<file path="config.mk">
export PLATFORM = sky130hd
export DESIGN_NAME = ipo_engine
export DESIGN_NICKNAME = d
export VERILOG_FILES = /design/src/include/ipo_pkg.sv /design/src/hdl/ipo_order_queue.sv /design/src/hdl/ipo_regs.sv /design/src/hdl/ipo_engine.sv
export VERILOG_INCLUDE_DIRS = /design/src /design/src/include
export SDC_FILE = /design/constraint.sdc
export NUM_CORES = 2
export LEC_CHECK = 0
export BUFFER_PORTS_ARGS = -buffer_cell sky130_fd_sc_hd__buf_2
export CORE_AREA = 2 2 562 564
export DETAILED_ROUTE_END_ITERATION = 6
export DIE_AREA = 0 0 564 566
export GPL_ROUTABILITY_DRIVEN = 0
export GPL_TIMING_DRIVEN = 0
export PLACE_DENSITY = 0.45
export SYNTH_ARGS = -nofsm -noshare
export SYNTH_HDL_FRONTEND = slang
export SYNTH_SLANG_ARGS = --single-unit
</file>
<file path="constraint.sdc">
create_clock -name sys_clk_i -period 5.7 [get_ports sys_clk_i]
set_input_delay 0.57 -clock sys_clk_i [delete_from_list [all_inputs] [get_ports sys_clk_i]]
set_output_delay 0.57 -clock sys_clk_i [all_outputs]
set_load 0.05 [all_outputs]
</file>
<file path="src/include/ipo_defines.svh">
`ifndef IPO_DEFINES_SVH
`define IPO_DEFINES_SVH

// ----------------------------------------------------------------
// Descriptor field layout (bit positions in the 512-bit line)
// ----------------------------------------------------------------
`define IPO_ON_BIT        256
`define IPO_SN_BIT        257
`define IPO_NV_LSB        272
`define IPO_NOTICE_DESTINATION_LSB      288

// ----------------------------------------------------------------
// Notification message attributes
// ----------------------------------------------------------------
`define IPO_DLV_FIXED     3'h0
`define IPO_REDIR_CLEAR   1'h0
`define IPO_TRIG_EDGE     1'h0
`define IPO_LEVEL_ASSERT  1'h1

// ----------------------------------------------------------------
// Register byte offsets and reset values
// ----------------------------------------------------------------
`define IPO_REG_CTRL      6'h00
`define IPO_REG_STAT      6'h04
`define IPO_REG_POSTED    6'h08
`define IPO_REG_NOTICE    6'h0C
`define IPO_REG_SUPP      6'h10
`define IPO_CTRL_EN_BIT   0
`define IPO_CTRL_CLR_BIT  1
`define IPO_CTRL_RST      1'h1

`endif

</file>
<file path="src/include/ipo_pkg.sv">
package ipo_pkg;

  typedef enum logic {
    IPO_MEM_RD_LOCK,
    IPO_MEM_WR_UNLOCK
  } ipo_mem_cmd_e;

  typedef enum logic [3:0] {
    IPO_IDLE,
    IPO_DRAIN,
    IPO_RD,
    IPO_RDW,
    IPO_WR,
    IPO_GO,
    IPO_NOTE,
    IPO_NOTEW,
    IPO_DONE
  } ipo_state_e;

  typedef struct packed {
    logic        posted;
    logic        urgent;
    logic [7:0]  vector;
    logic [57:0] desc_line;
    logic [31:0] dest;
  } ipo_irq_s;

  typedef struct packed {
    ipo_mem_cmd_e cmd;
    logic [57:0]  line;
    logic [511:0] wdata;
  } ipo_mem_req_s;

  typedef struct packed {
    logic [31:0] dest;
    logic [7:0]  vector;
    logic [2:0]  dlv_mode;
    logic        redir_hint;
    logic        trig_mode;
    logic        trig_level;
  } ipo_msg_s;

  typedef struct packed {
    logic [7:0]  tag;
    logic [63:0] data;
  } ipo_cpl_s;

endpackage

</file>
<file path="src/hdl/ipo_order_queue.sv">
`timescale 1ns/1ns
module ipo_order_queue (
  input  wire logic            sys_clk_i,
  input  wire logic            resetn_i,
  input  wire logic            in_valid_i,
  input  ipo_pkg::ipo_cpl_s    in_cpl_i,
  output logic                 in_ready_o,
  input  wire logic [7:0]      irq_seq_i,
  input  wire logic [7:0]      done_seq_i,
  output logic                 out_valid_o,
  output ipo_pkg::ipo_cpl_s    out_cpl_o,
  input  wire logic            out_ready_i
);
  import ipo_pkg::*;

  ipo_cpl_s   mem [4];
  logic [7:0] tag [4];
  logic [1:0] wr_ptr;
  logic [1:0] rd_ptr;
  logic [2:0] count;
  logic       push;
  logic       pop;
  logic [7:0] lag;

  // Head may leave once all interrupts taken before it are finished;
  // wrap-safe while fewer than 128 interrupts are in flight.
  assign lag  = done_seq_i - tag[rd_ptr];
  assign pop  = (count != 3'h0) && !lag[7] && (!out_valid_o || out_ready_i);
  assign push = in_valid_i && in_ready_o;

  always_ff @(posedge sys_clk_i or negedge resetn_i) begin
    if (!resetn_i) begin
      wr_ptr <= 2'h0;
      rd_ptr <= 2'h0;
      count  <= 3'h0;
    end else begin
      if (push) begin
        wr_ptr <= wr_ptr + 2'h1;
      end
      if (pop) begin
        rd_ptr <= rd_ptr + 2'h1;
      end
      count <= count + {2'h0, push} - {2'h0, pop};
    end
  end

  always_ff @(posedge sys_clk_i) begin
    if (push) begin
      mem[wr_ptr] <= in_cpl_i;
      tag[wr_ptr] <= irq_seq_i;
    end
  end

  always_ff @(posedge sys_clk_i or negedge resetn_i) begin
    if (!resetn_i) begin
      in_ready_o <= 1'h1;
    end else begin
      in_ready_o <= (count + {2'h0, push} - {2'h0, pop}) < 3'h4;
    end
  end

  always_ff @(posedge sys_clk_i or negedge resetn_i) begin
    if (!resetn_i) begin
      out_valid_o <= 1'h0;
      out_cpl_o   <= '0;
    end else if (pop) begin
      out_valid_o <= 1'h1;
      out_cpl_o   <= mem[rd_ptr];
    end else if (out_ready_i) begin
      out_valid_o <= 1'h0;
    end
  end

endmodule // ipo_order_queue

</file>
<file path="src/hdl/ipo_regs.sv">
`timescale 1ns/1ns
`include "ipo_defines.svh"
module ipo_regs (
  input  wire logic        sys_clk_i,
  input  wire logic        resetn_i,
  input  wire logic [3:0]  avs_address_i,
  input  wire logic        avs_read_i,
  input  wire logic        avs_write_i,
  input  wire logic [31:0] avs_writedata_i,
  output logic [31:0]      avs_readdata_o,
  output logic             avs_waitrequest_o,
  input  wire logic [31:0] stat_i,
  input  wire logic [31:0] posted_cnt_i,
  input  wire logic [31:0] notice_cnt_i,
  input  wire logic [31:0] supp_cnt_i,
  output logic             enable_o,
  output logic             clear_o
);
  logic [5:0] byte_addr;
  logic       wr_take;

  assign byte_addr = {avs_address_i, 2'h0};
  // Write lands on the edge where the master sees waitrequest low
  assign wr_take   = avs_write_i && !avs_waitrequest_o;

  // ----------------------------------------------------------------
  // Handshake: one wait cycle per access
  // ----------------------------------------------------------------
  always_ff @(posedge sys_clk_i or negedge resetn_i) begin
    if (!resetn_i) begin
      avs_waitrequest_o <= 1'h1;
    end else if ((avs_read_i || avs_write_i) && avs_waitrequest_o) begin
      avs_waitrequest_o <= 1'h0;
    end else begin
      avs_waitrequest_o <= 1'h1;
    end
  end

  always_ff @(posedge sys_clk_i or negedge resetn_i) begin
    if (!resetn_i) begin
      avs_readdata_o <= 32'h0000_0000;
    end else if (avs_read_i && avs_waitrequest_o) begin
      unique case (byte_addr)
        `IPO_REG_CTRL:   avs_readdata_o <= {31'h0, enable_o};
        `IPO_REG_STAT:   avs_readdata_o <= stat_i;
        `IPO_REG_POSTED: avs_readdata_o <= posted_cnt_i;
        `IPO_REG_NOTICE: avs_readdata_o <= notice_cnt_i;
        `IPO_REG_SUPP:   avs_readdata_o <= supp_cnt_i;
        default:         avs_readdata_o <= 32'h0000_0000;
      endcase
    end
  end

  // ----------------------------------------------------------------
  // Control: enable bit, self-clearing counter clear
  // ----------------------------------------------------------------
  always_ff @(posedge sys_clk_i or negedge resetn_i) begin
    if (!resetn_i) begin
      enable_o <= `IPO_CTRL_RST;
      clear_o  <= 1'h0;
    end else begin
      clear_o <= 1'h0;
      if (wr_take && byte_addr == `IPO_REG_CTRL) begin
        enable_o <= avs_writedata_i[`IPO_CTRL_EN_BIT];
        clear_o  <= avs_writedata_i[`IPO_CTRL_CLR_BIT];
      end
    end
  end

endmodule // ipo_regs

</file>
<file path="src/hdl/ipo_engine.sv">
`timescale 1ns/1ns
`include "ipo_defines.svh"

module ipo_engine (
  input  wire logic           sys_clk_i,
  input  wire logic           resetn_i,
  input  wire logic [3:0]     avs_address_i,
  input  wire logic           avs_read_i,
  input  wire logic           avs_write_i,
  input  wire logic [31:0]    avs_writedata_i,
  output logic [31:0]         avs_readdata_o,
  output logic                avs_waitrequest_o,
  input  wire logic           pw_issue_i,
  input  wire logic           pw_done_i,
  input  wire logic           irq_valid_i,
  input  ipo_pkg::ipo_irq_s   irq_i,
  output logic                irq_ready_o,
  output logic                mem_req_valid_o,
  output ipo_pkg::ipo_mem_req_s mem_req_o,
  input  wire logic           mem_req_ready_i,
  input  wire logic           mem_rdata_valid_i,
  input  wire logic [511:0]   mem_rdata_i,
  input  wire logic           mem_go_i,
  output logic                msg_valid_o,
  output ipo_pkg::ipo_msg_s   msg_o,
  input  wire logic           msg_ready_i,
  input  wire logic           msg_done_i,
  input  wire logic           cpl_in_valid_i,
  input  ipo_pkg::ipo_cpl_s   cpl_in_i,
  output logic                cpl_in_ready_o,
  output logic                cpl_out_valid_o,
  output ipo_pkg::ipo_cpl_s   cpl_out_o,
  input  wire logic           cpl_out_ready_i
);
  import ipo_pkg::*;

  ipo_state_e   state;
  ipo_state_e   next_state;
  ipo_irq_s     cur;
  logic [511:0] line;
  logic [7:0]   nv;
  logic [31:0]  notice_destination;
  logic         notify;
  logic [7:0]   pw_out;
  logic [7:0]   pw_wait;
  logic [7:0]   irq_seq;
  logic [7:0]   done_seq;
  logic [31:0]  posted_cnt;
  logic [31:0]  notice_cnt;
  logic [31:0]  supp_cnt;
  logic         enable;
  logic         clear;
  logic         accept;
  logic         x_on;
  logic [31:0]  stat;

  assign accept = irq_valid_i && irq_ready_o;
  assign stat   = {16'h0, pw_out, 3'h0, (state != IPO_IDLE), state};

  // Notify decision from the line just read, before any change
  function automatic logic notice_needed(input logic [511:0] d, input logic urgent_qualifier);
    notice_needed = !d[`IPO_ON_BIT] && (urgent_qualifier || !d[`IPO_SN_BIT]);
  endfunction

  assign x_on = notice_needed(mem_rdata_i, cur.urgent);

  // ----------------------------------------------------------------
  // Register file
  // ----------------------------------------------------------------
  ipo_regs u_regs (
    .sys_clk_i         (sys_clk_i),
    .resetn_i          (resetn_i),
    .avs_address_i     (avs_address_i),
    .avs_read_i        (avs_read_i),
    .avs_write_i       (avs_write_i),
    .avs_writedata_i   (avs_writedata_i),
    .avs_readdata_o    (avs_readdata_o),
    .avs_waitrequest_o (avs_waitrequest_o),
    .stat_i            (stat),
    .posted_cnt_i      (posted_cnt),
    .notice_cnt_i      (notice_cnt),
    .supp_cnt_i        (supp_cnt),
    .enable_o          (enable),
    .clear_o           (clear)
  );

  // ----------------------------------------------------------------
  // Read completion ordering queue
  // ----------------------------------------------------------------
  ipo_order_queue u_queue (
    .sys_clk_i   (sys_clk_i),
    .resetn_i    (resetn_i),
    .in_valid_i  (cpl_in_valid_i),
    .in_cpl_i    (cpl_in_i),
    .in_ready_o  (cpl_in_ready_o),
    .irq_seq_i   (irq_seq + {7'h0, accept}),
    .done_seq_i  (done_seq),
    .out_valid_o (cpl_out_valid_o),
    .out_cpl_o   (cpl_out_o),
    .out_ready_i (cpl_out_ready_i)
  );

  // ----------------------------------------------------------------
  // Posted write tracking
  // ----------------------------------------------------------------
  // Posted writes finish in issue order, so counting completions is enough
  always_ff @(posedge sys_clk_i or negedge resetn_i) begin
    if (!resetn_i) begin
      pw_out <= 8'h00;
    end else begin
      pw_out <= pw_out + {7'h0, pw_issue_i} - {7'h0, pw_done_i};
    end
  end

  always_ff @(posedge sys_clk_i or negedge resetn_i) begin
    if (!resetn_i) begin
      pw_wait <= 8'h00;
    end else if (accept) begin
      pw_wait <= pw_out + {7'h0, pw_issue_i} - {7'h0, pw_done_i};
    end else if (pw_done_i && pw_wait != 8'h00) begin
      pw_wait <= pw_wait - 8'h01;
    end
  end

  // ----------------------------------------------------------------
  // Posting sequence
  // ----------------------------------------------------------------
  always_comb begin
    next_state = state;
    unique case (state)
      IPO_IDLE:  if (accept) next_state = IPO_DRAIN;
      IPO_DRAIN: begin
        if (pw_wait == 8'h00) begin
          next_state = cur.posted ? IPO_RD : IPO_NOTE;
        end
      end
      IPO_RD:    if (mem_req_ready_i) next_state = IPO_RDW;
      IPO_RDW:   if (mem_rdata_valid_i) next_state = IPO_WR;
      IPO_WR:    if (mem_req_ready_i) next_state = IPO_GO;
      IPO_GO: begin
        if (mem_go_i) begin
          next_state = notify ? IPO_NOTE : IPO_DONE;
        end
      end
      IPO_NOTE:  if (msg_ready_i) next_state = IPO_NOTEW;
      IPO_NOTEW: if (msg_done_i) next_state = IPO_DONE;
      IPO_DONE:  next_state = IPO_IDLE;
      default:   next_state = IPO_IDLE;
    endcase
  end

  always_ff @(posedge sys_clk_i or negedge resetn_i) begin
    if (!resetn_i) begin
      state <= IPO_IDLE;
    end else begin
      state <= next_state;
    end
  end

  always_ff @(posedge sys_clk_i or negedge resetn_i) begin
    if (!resetn_i) begin
      irq_ready_o <= 1'h0;
    end else begin
      irq_ready_o <= (next_state == IPO_IDLE) && enable && !accept;
    end
  end

  always_ff @(posedge sys_clk_i or negedge resetn_i) begin
    if (!resetn_i) begin
      irq_seq  <= 8'h00;
      done_seq <= 8'h00;
    end else begin
      if (accept) begin
        irq_seq <= irq_seq + 8'h01;
      end
      if (state == IPO_DONE) begin
        done_seq <= done_seq + 8'h01;
      end
    end
  end

  // ----------------------------------------------------------------
  // Descriptor read-modify-write
  // ----------------------------------------------------------------
  always_ff @(posedge sys_clk_i or negedge resetn_i) begin
    if (!resetn_i) begin
      cur    <= '0;
      line   <= 512'h0;
      nv     <= 8'h00;
      notice_destination   <= 32'h0000_0000;
      notify <= 1'h0;
    end else if (accept) begin
      cur    <= irq_i;
      notify <= !irq_i.posted;
    end else if (state == IPO_RDW && mem_rdata_valid_i) begin
      line              <= mem_rdata_i;
      line[cur.vector]  <= 1'h1;
      line[`IPO_ON_BIT] <= mem_rdata_i[`IPO_ON_BIT] | x_on;
      nv                <= mem_rdata_i[`IPO_NV_LSB +: 8];
      notice_destination              <= mem_rdata_i[`IPO_NOTICE_DESTINATION_LSB +: 32];
      notify            <= x_on;
    end
  end

  // Locked read then unlocking write keep the update atomic, provided
  // devices cannot write the line and other posters also lock it.
  always_ff @(posedge sys_clk_i or negedge resetn_i) begin
    if (!resetn_i) begin
      mem_req_valid_o <= 1'h0;
      mem_req_o       <= '0;
    end else if (next_state == IPO_RD && state != IPO_RD) begin
      mem_req_valid_o <= 1'h1;
      mem_req_o.cmd   <= IPO_MEM_RD_LOCK;
      mem_req_o.line  <= cur.desc_line;
      mem_req_o.wdata <= 512'h0;
    end else if (next_state == IPO_WR && state != IPO_WR) begin
      mem_req_valid_o <= 1'h1;
      mem_req_o.cmd   <= IPO_MEM_WR_UNLOCK;
      mem_req_o.wdata <= mem_rdata_i | (512'h1 << cur.vector)
                         | ({511'h0, x_on} << `IPO_ON_BIT);
    end else if (mem_req_ready_i) begin
      mem_req_valid_o <= 1'h0;
    end
  end

  // ----------------------------------------------------------------
  // Notification / remapped interrupt message
  // ----------------------------------------------------------------
  always_ff @(posedge sys_clk_i or negedge resetn_i) begin
    if (!resetn_i) begin
      msg_valid_o <= 1'h0;
      msg_o       <= '0;
    end else if (next_state == IPO_NOTE && state != IPO_NOTE) begin
      msg_valid_o      <= 1'h1;
      msg_o.dest       <= cur.posted ? notice_destination : cur.dest;
      msg_o.vector     <= cur.posted ? nv : cur.vector;
      msg_o.dlv_mode   <= `IPO_DLV_FIXED;
      msg_o.redir_hint <= `IPO_REDIR_CLEAR;
      msg_o.trig_mode  <= `IPO_TRIG_EDGE;
      msg_o.trig_level <= `IPO_LEVEL_ASSERT;
    end else if (msg_ready_i) begin
      msg_valid_o <= 1'h0;
    end
  end

  // ----------------------------------------------------------------
  // Statistics
  // ----------------------------------------------------------------
  always_ff @(posedge sys_clk_i or negedge resetn_i) begin
    if (!resetn_i) begin
      posted_cnt <= 32'h0000_0000;
      notice_cnt <= 32'h0000_0000;
      supp_cnt   <= 32'h0000_0000;
    end else if (clear) begin
      posted_cnt <= 32'h0000_0000;
      notice_cnt <= 32'h0000_0000;
      supp_cnt   <= 32'h0000_0000;
    end else if (state == IPO_GO && mem_go_i) begin
      posted_cnt <= posted_cnt + 32'h0000_0001;
      if (notify) begin
        notice_cnt <= notice_cnt + 32'h0000_0001;
      end else begin
        supp_cnt <= supp_cnt + 32'h0000_0001;
      end
    end
  end

endmodule // ipo_engine

</file>
==> impl_metrics.ini <==
[flow_run]
cap_violations = 4

[global_routing]
grt_pass1_vias = 49000
grt_pass1_wl_mm = 436
grt.overflow.total = 0
grt_util_all_layers_pct = 20.0
grt_max_degree = 153
antenna_found_initial = 107

[die]
start_util_pct = 17.5
io_pins = 1461
rows = 206
core_area_um2 = 313000
dieArea_um2 = 319000
die_y_um = 566
die_w_um = 564

[final_layout]
drive_gt1_share_pct = 32.1
layout_common_cells = 1458 x buf_2, 1168 x nand2_1, 1001 x dfrtp_1
area_growth_pct = 44.0
nets = 7597
final_util_pct = 25.2
multi_input_area_um2 = 18600
final_common_cell = buf_2
fillers = 33600
regArea_um2 = 34700

[sta]
finalHoldViolCount = 0
setup_viol = 0
maxSlewHeadroom_pct = -9.00
slew_violations = 27
timing.fmax_ghz = 0.192
worstMarginPinSlew_ps = 1630
clock_skew_ps = 53.2
setup_tns_ps = 0
period_minus_slack_ps = 5200
fin_crit_sh_pct = 91.1
grt_setup_unrepaired = no

[detailed_routing]
firstDrtPassIters = 7
drc_errors = 5
wl_met1_mm = 121
num_vias = 48800
detail_route.wirelength_mm = 332
top_layer = met5
antenna_left = 0
route.met3.wl_mm = 34.6
vias_per_cell = 4.36
wl_met2_mm = 152
wire_per_inst_um = 29.6
dr.first_iter.drc_count = 4762

[logic_synthesis]
ys_ff_latch = 1324
synthArstFlopShare_pct = 75.8
syn_area_per_cell_um2 = 11.8
syn-cell-area_um2 = 54900
synth_edf_count = 320
seq_area_frac_synth_pct = 63.3
synth_largest_area_cell = dfrtp_1
synth.distinct_cells = 65
synth.top_cell.area_share_pct = 45.7
ys.flop_type = dfrtp_1
synth_warnings = 0
synthCells = 4651
synthTopCellsByArea = dfrtp_1 46%, edfxtp_1 18%, nand2_1 8.0%

[critical_path]
crit_path_end_kind = register
cp.required_ps = 6390
critPathLaunchType = register
worstSetupPathType = register to register
cp_max_fo = 10
cp-startpoint = u_queue.rd_ptr[1]$_DFFE_PN0P_
arrival_ps = 5890
regToRegStartpoint = u_queue.rd_ptr[1]$_DFFE_PN0P_

[power_and_ir_drop]
p_total_uw = 42500
p_leak_uw = 0.0356
power.density_nw_per_um2 = 538
irDropWorstVdd_v = 0.000570

[clock_network]
h-tree-depth = 4
clkSinkCount = 1324
cts_max_path_buffers = 4
cts_tree = done
cts-root-buf = clkbuf_16
clk_pin_slew_worst_paths_ps = 60
clock_latency_ps = 850
cts_setup_buffers = 0
numCtsBuffers = 165

[hold_path]
hp-class = input pin to register
min_from = mem_rdata_i[82]

[run_status]
status = finished, violations left
violations = DRC, capacitance limit, slew limit

[place]
io_buffers = 1424
place_hpwl_mm = 269
cells in the mapped netlist (31+ instances only):
cell	number
nand2_1	1168
dfrtp_1	1001
a21oi_1	321
edfxtp_1	320
o21ai_0	297
clkbuf_1	248
nor2_1	204
o22ai_2	180
mux2_2	170
mux4_2	80
o22ai_1	78
xnor2_1	68
xor2_1	60
inv_1	48
mux2i_1	44
nand4_1	36
buf_2	35
a222oi_1	32
and3_1	31
nand3_1	31
path summary, 6_finish.rpt:
path	endpoint	slack (ps)	cells past startpoint
worst max-delay path	u_queue.count[2]$_DFF_PN0_	500	19
worst min-delay path	mem_req_o[82]$_DFFE_PN0P_	80	3
worst max register to register	u_queue.count[2]$_DFF_PN0_	500	19
worst min register to register	u_queue.in_ready_o$_DFF_PN1_	450	1
max in group asynchronous	mem_req_o[344]$_DFFE_PN0P_	2030	6
min in group asynchronous	u_queue.out_cpl_o[64]$_DFFE_PN0P_	290	2
metrics by stage:
step,cells,setup WS (ps),hold slack (ps),instance area [um^2]
2_1_floorplan,4655,1160,274,54900
3_3_place_gp,10200,-19890,445,67200
3_5_place_dp,10300,-210,455,67700
4_1_cts,11100,218,0.508,78800
5_1_grt,11200,54.1,31.1,78900
6_report,11200,505,76.5,79000
routing by layer:
layer	global-route usage, %	up-vias
met5	0	-
met4	12.7	20
met3	7.54	678
met2	31.9	2649
met1	22.4	24700
li1	-	20700
critical path: stages, from the launching register on:
cell,delay [ps]
dfrtp_1,720
clkbuf_2,430
mux4_2,350
inv_1,80
ha_1,250
a21oi_1,130
nand2_1,60
a2111oi_1,570
xnor2_1,270
nor2_1,160
buf_2,330
buf_2,350
ha_1,280
inv_1,50
ha_1,120
inv_1,50
fa_1,400
xnor2_1,180
xor2_1,200
inv_1,60
flip-flops by register name, summed over array words and instances (netlist names), 32 cells and up:
| name | cells |
|---|---|
| notice_destination | 32 |
| posted_cnt | 32 |
| u_regs.avs_readdata_o | 32 |
| cur | 100 |
| u_queue.out_cpl_o | 72 |
| u_queue.tag | 32 |
| supp_cnt | 32 |
| u_queue.mem | 288 |
| notice_cnt | 32 |
| msg_o | 41 |
| mem_req_o | 571 |
cells by family (layout without fill, tap and decap cells):
group / Yosys count / count (layout) / synth area share, %
mux: 296 / 296 / 7.63
buf+inv: 362 / 2661 / 2.89
simple gates: 1570 / 1570 / 11.7
compound gates: 940 / 940 / 11.7
xor+xnor: 128 / 128 / 2.04
other cells: 1 / 93 / 0.00683
fa+ha+maj: 30 / 30 / 0.711
flops: 1324 / 1324 / 63.3
what timing repair did:
item | CTS | global route
endpoints found under the setup margin | 2 | 2
hold endpoints to repair | 908 | 0
gates resized for setup | 1 | 1
hold buffers | 571 | 0
layout make-up:
| cell class | count | share of cell area [%] |
|---|---|---|
| antenna | 88 | 0.279 |
| buffer | 312 | 1.79 |
| clock buffer | 232 | 5.95 |
| clock inverter | 56 | 0.883 |
| inverter | 48 | 0.228 |
| multi-input combinational | 2969 | 23.5 |
| sequential | 1324 | 44.0 |
| tap | 4160 | 6.59 |
| timing repair buffer | 2013 | 16.8 |
where the power goes:
group          switching [uW]  total (uW)  internal (uW)
Clock                    4530       10700           6120
Combinational           13100       17600           4470
Sequential               1870       14300          12400
No activity file was read; power rests on OpenSTA's default activity.
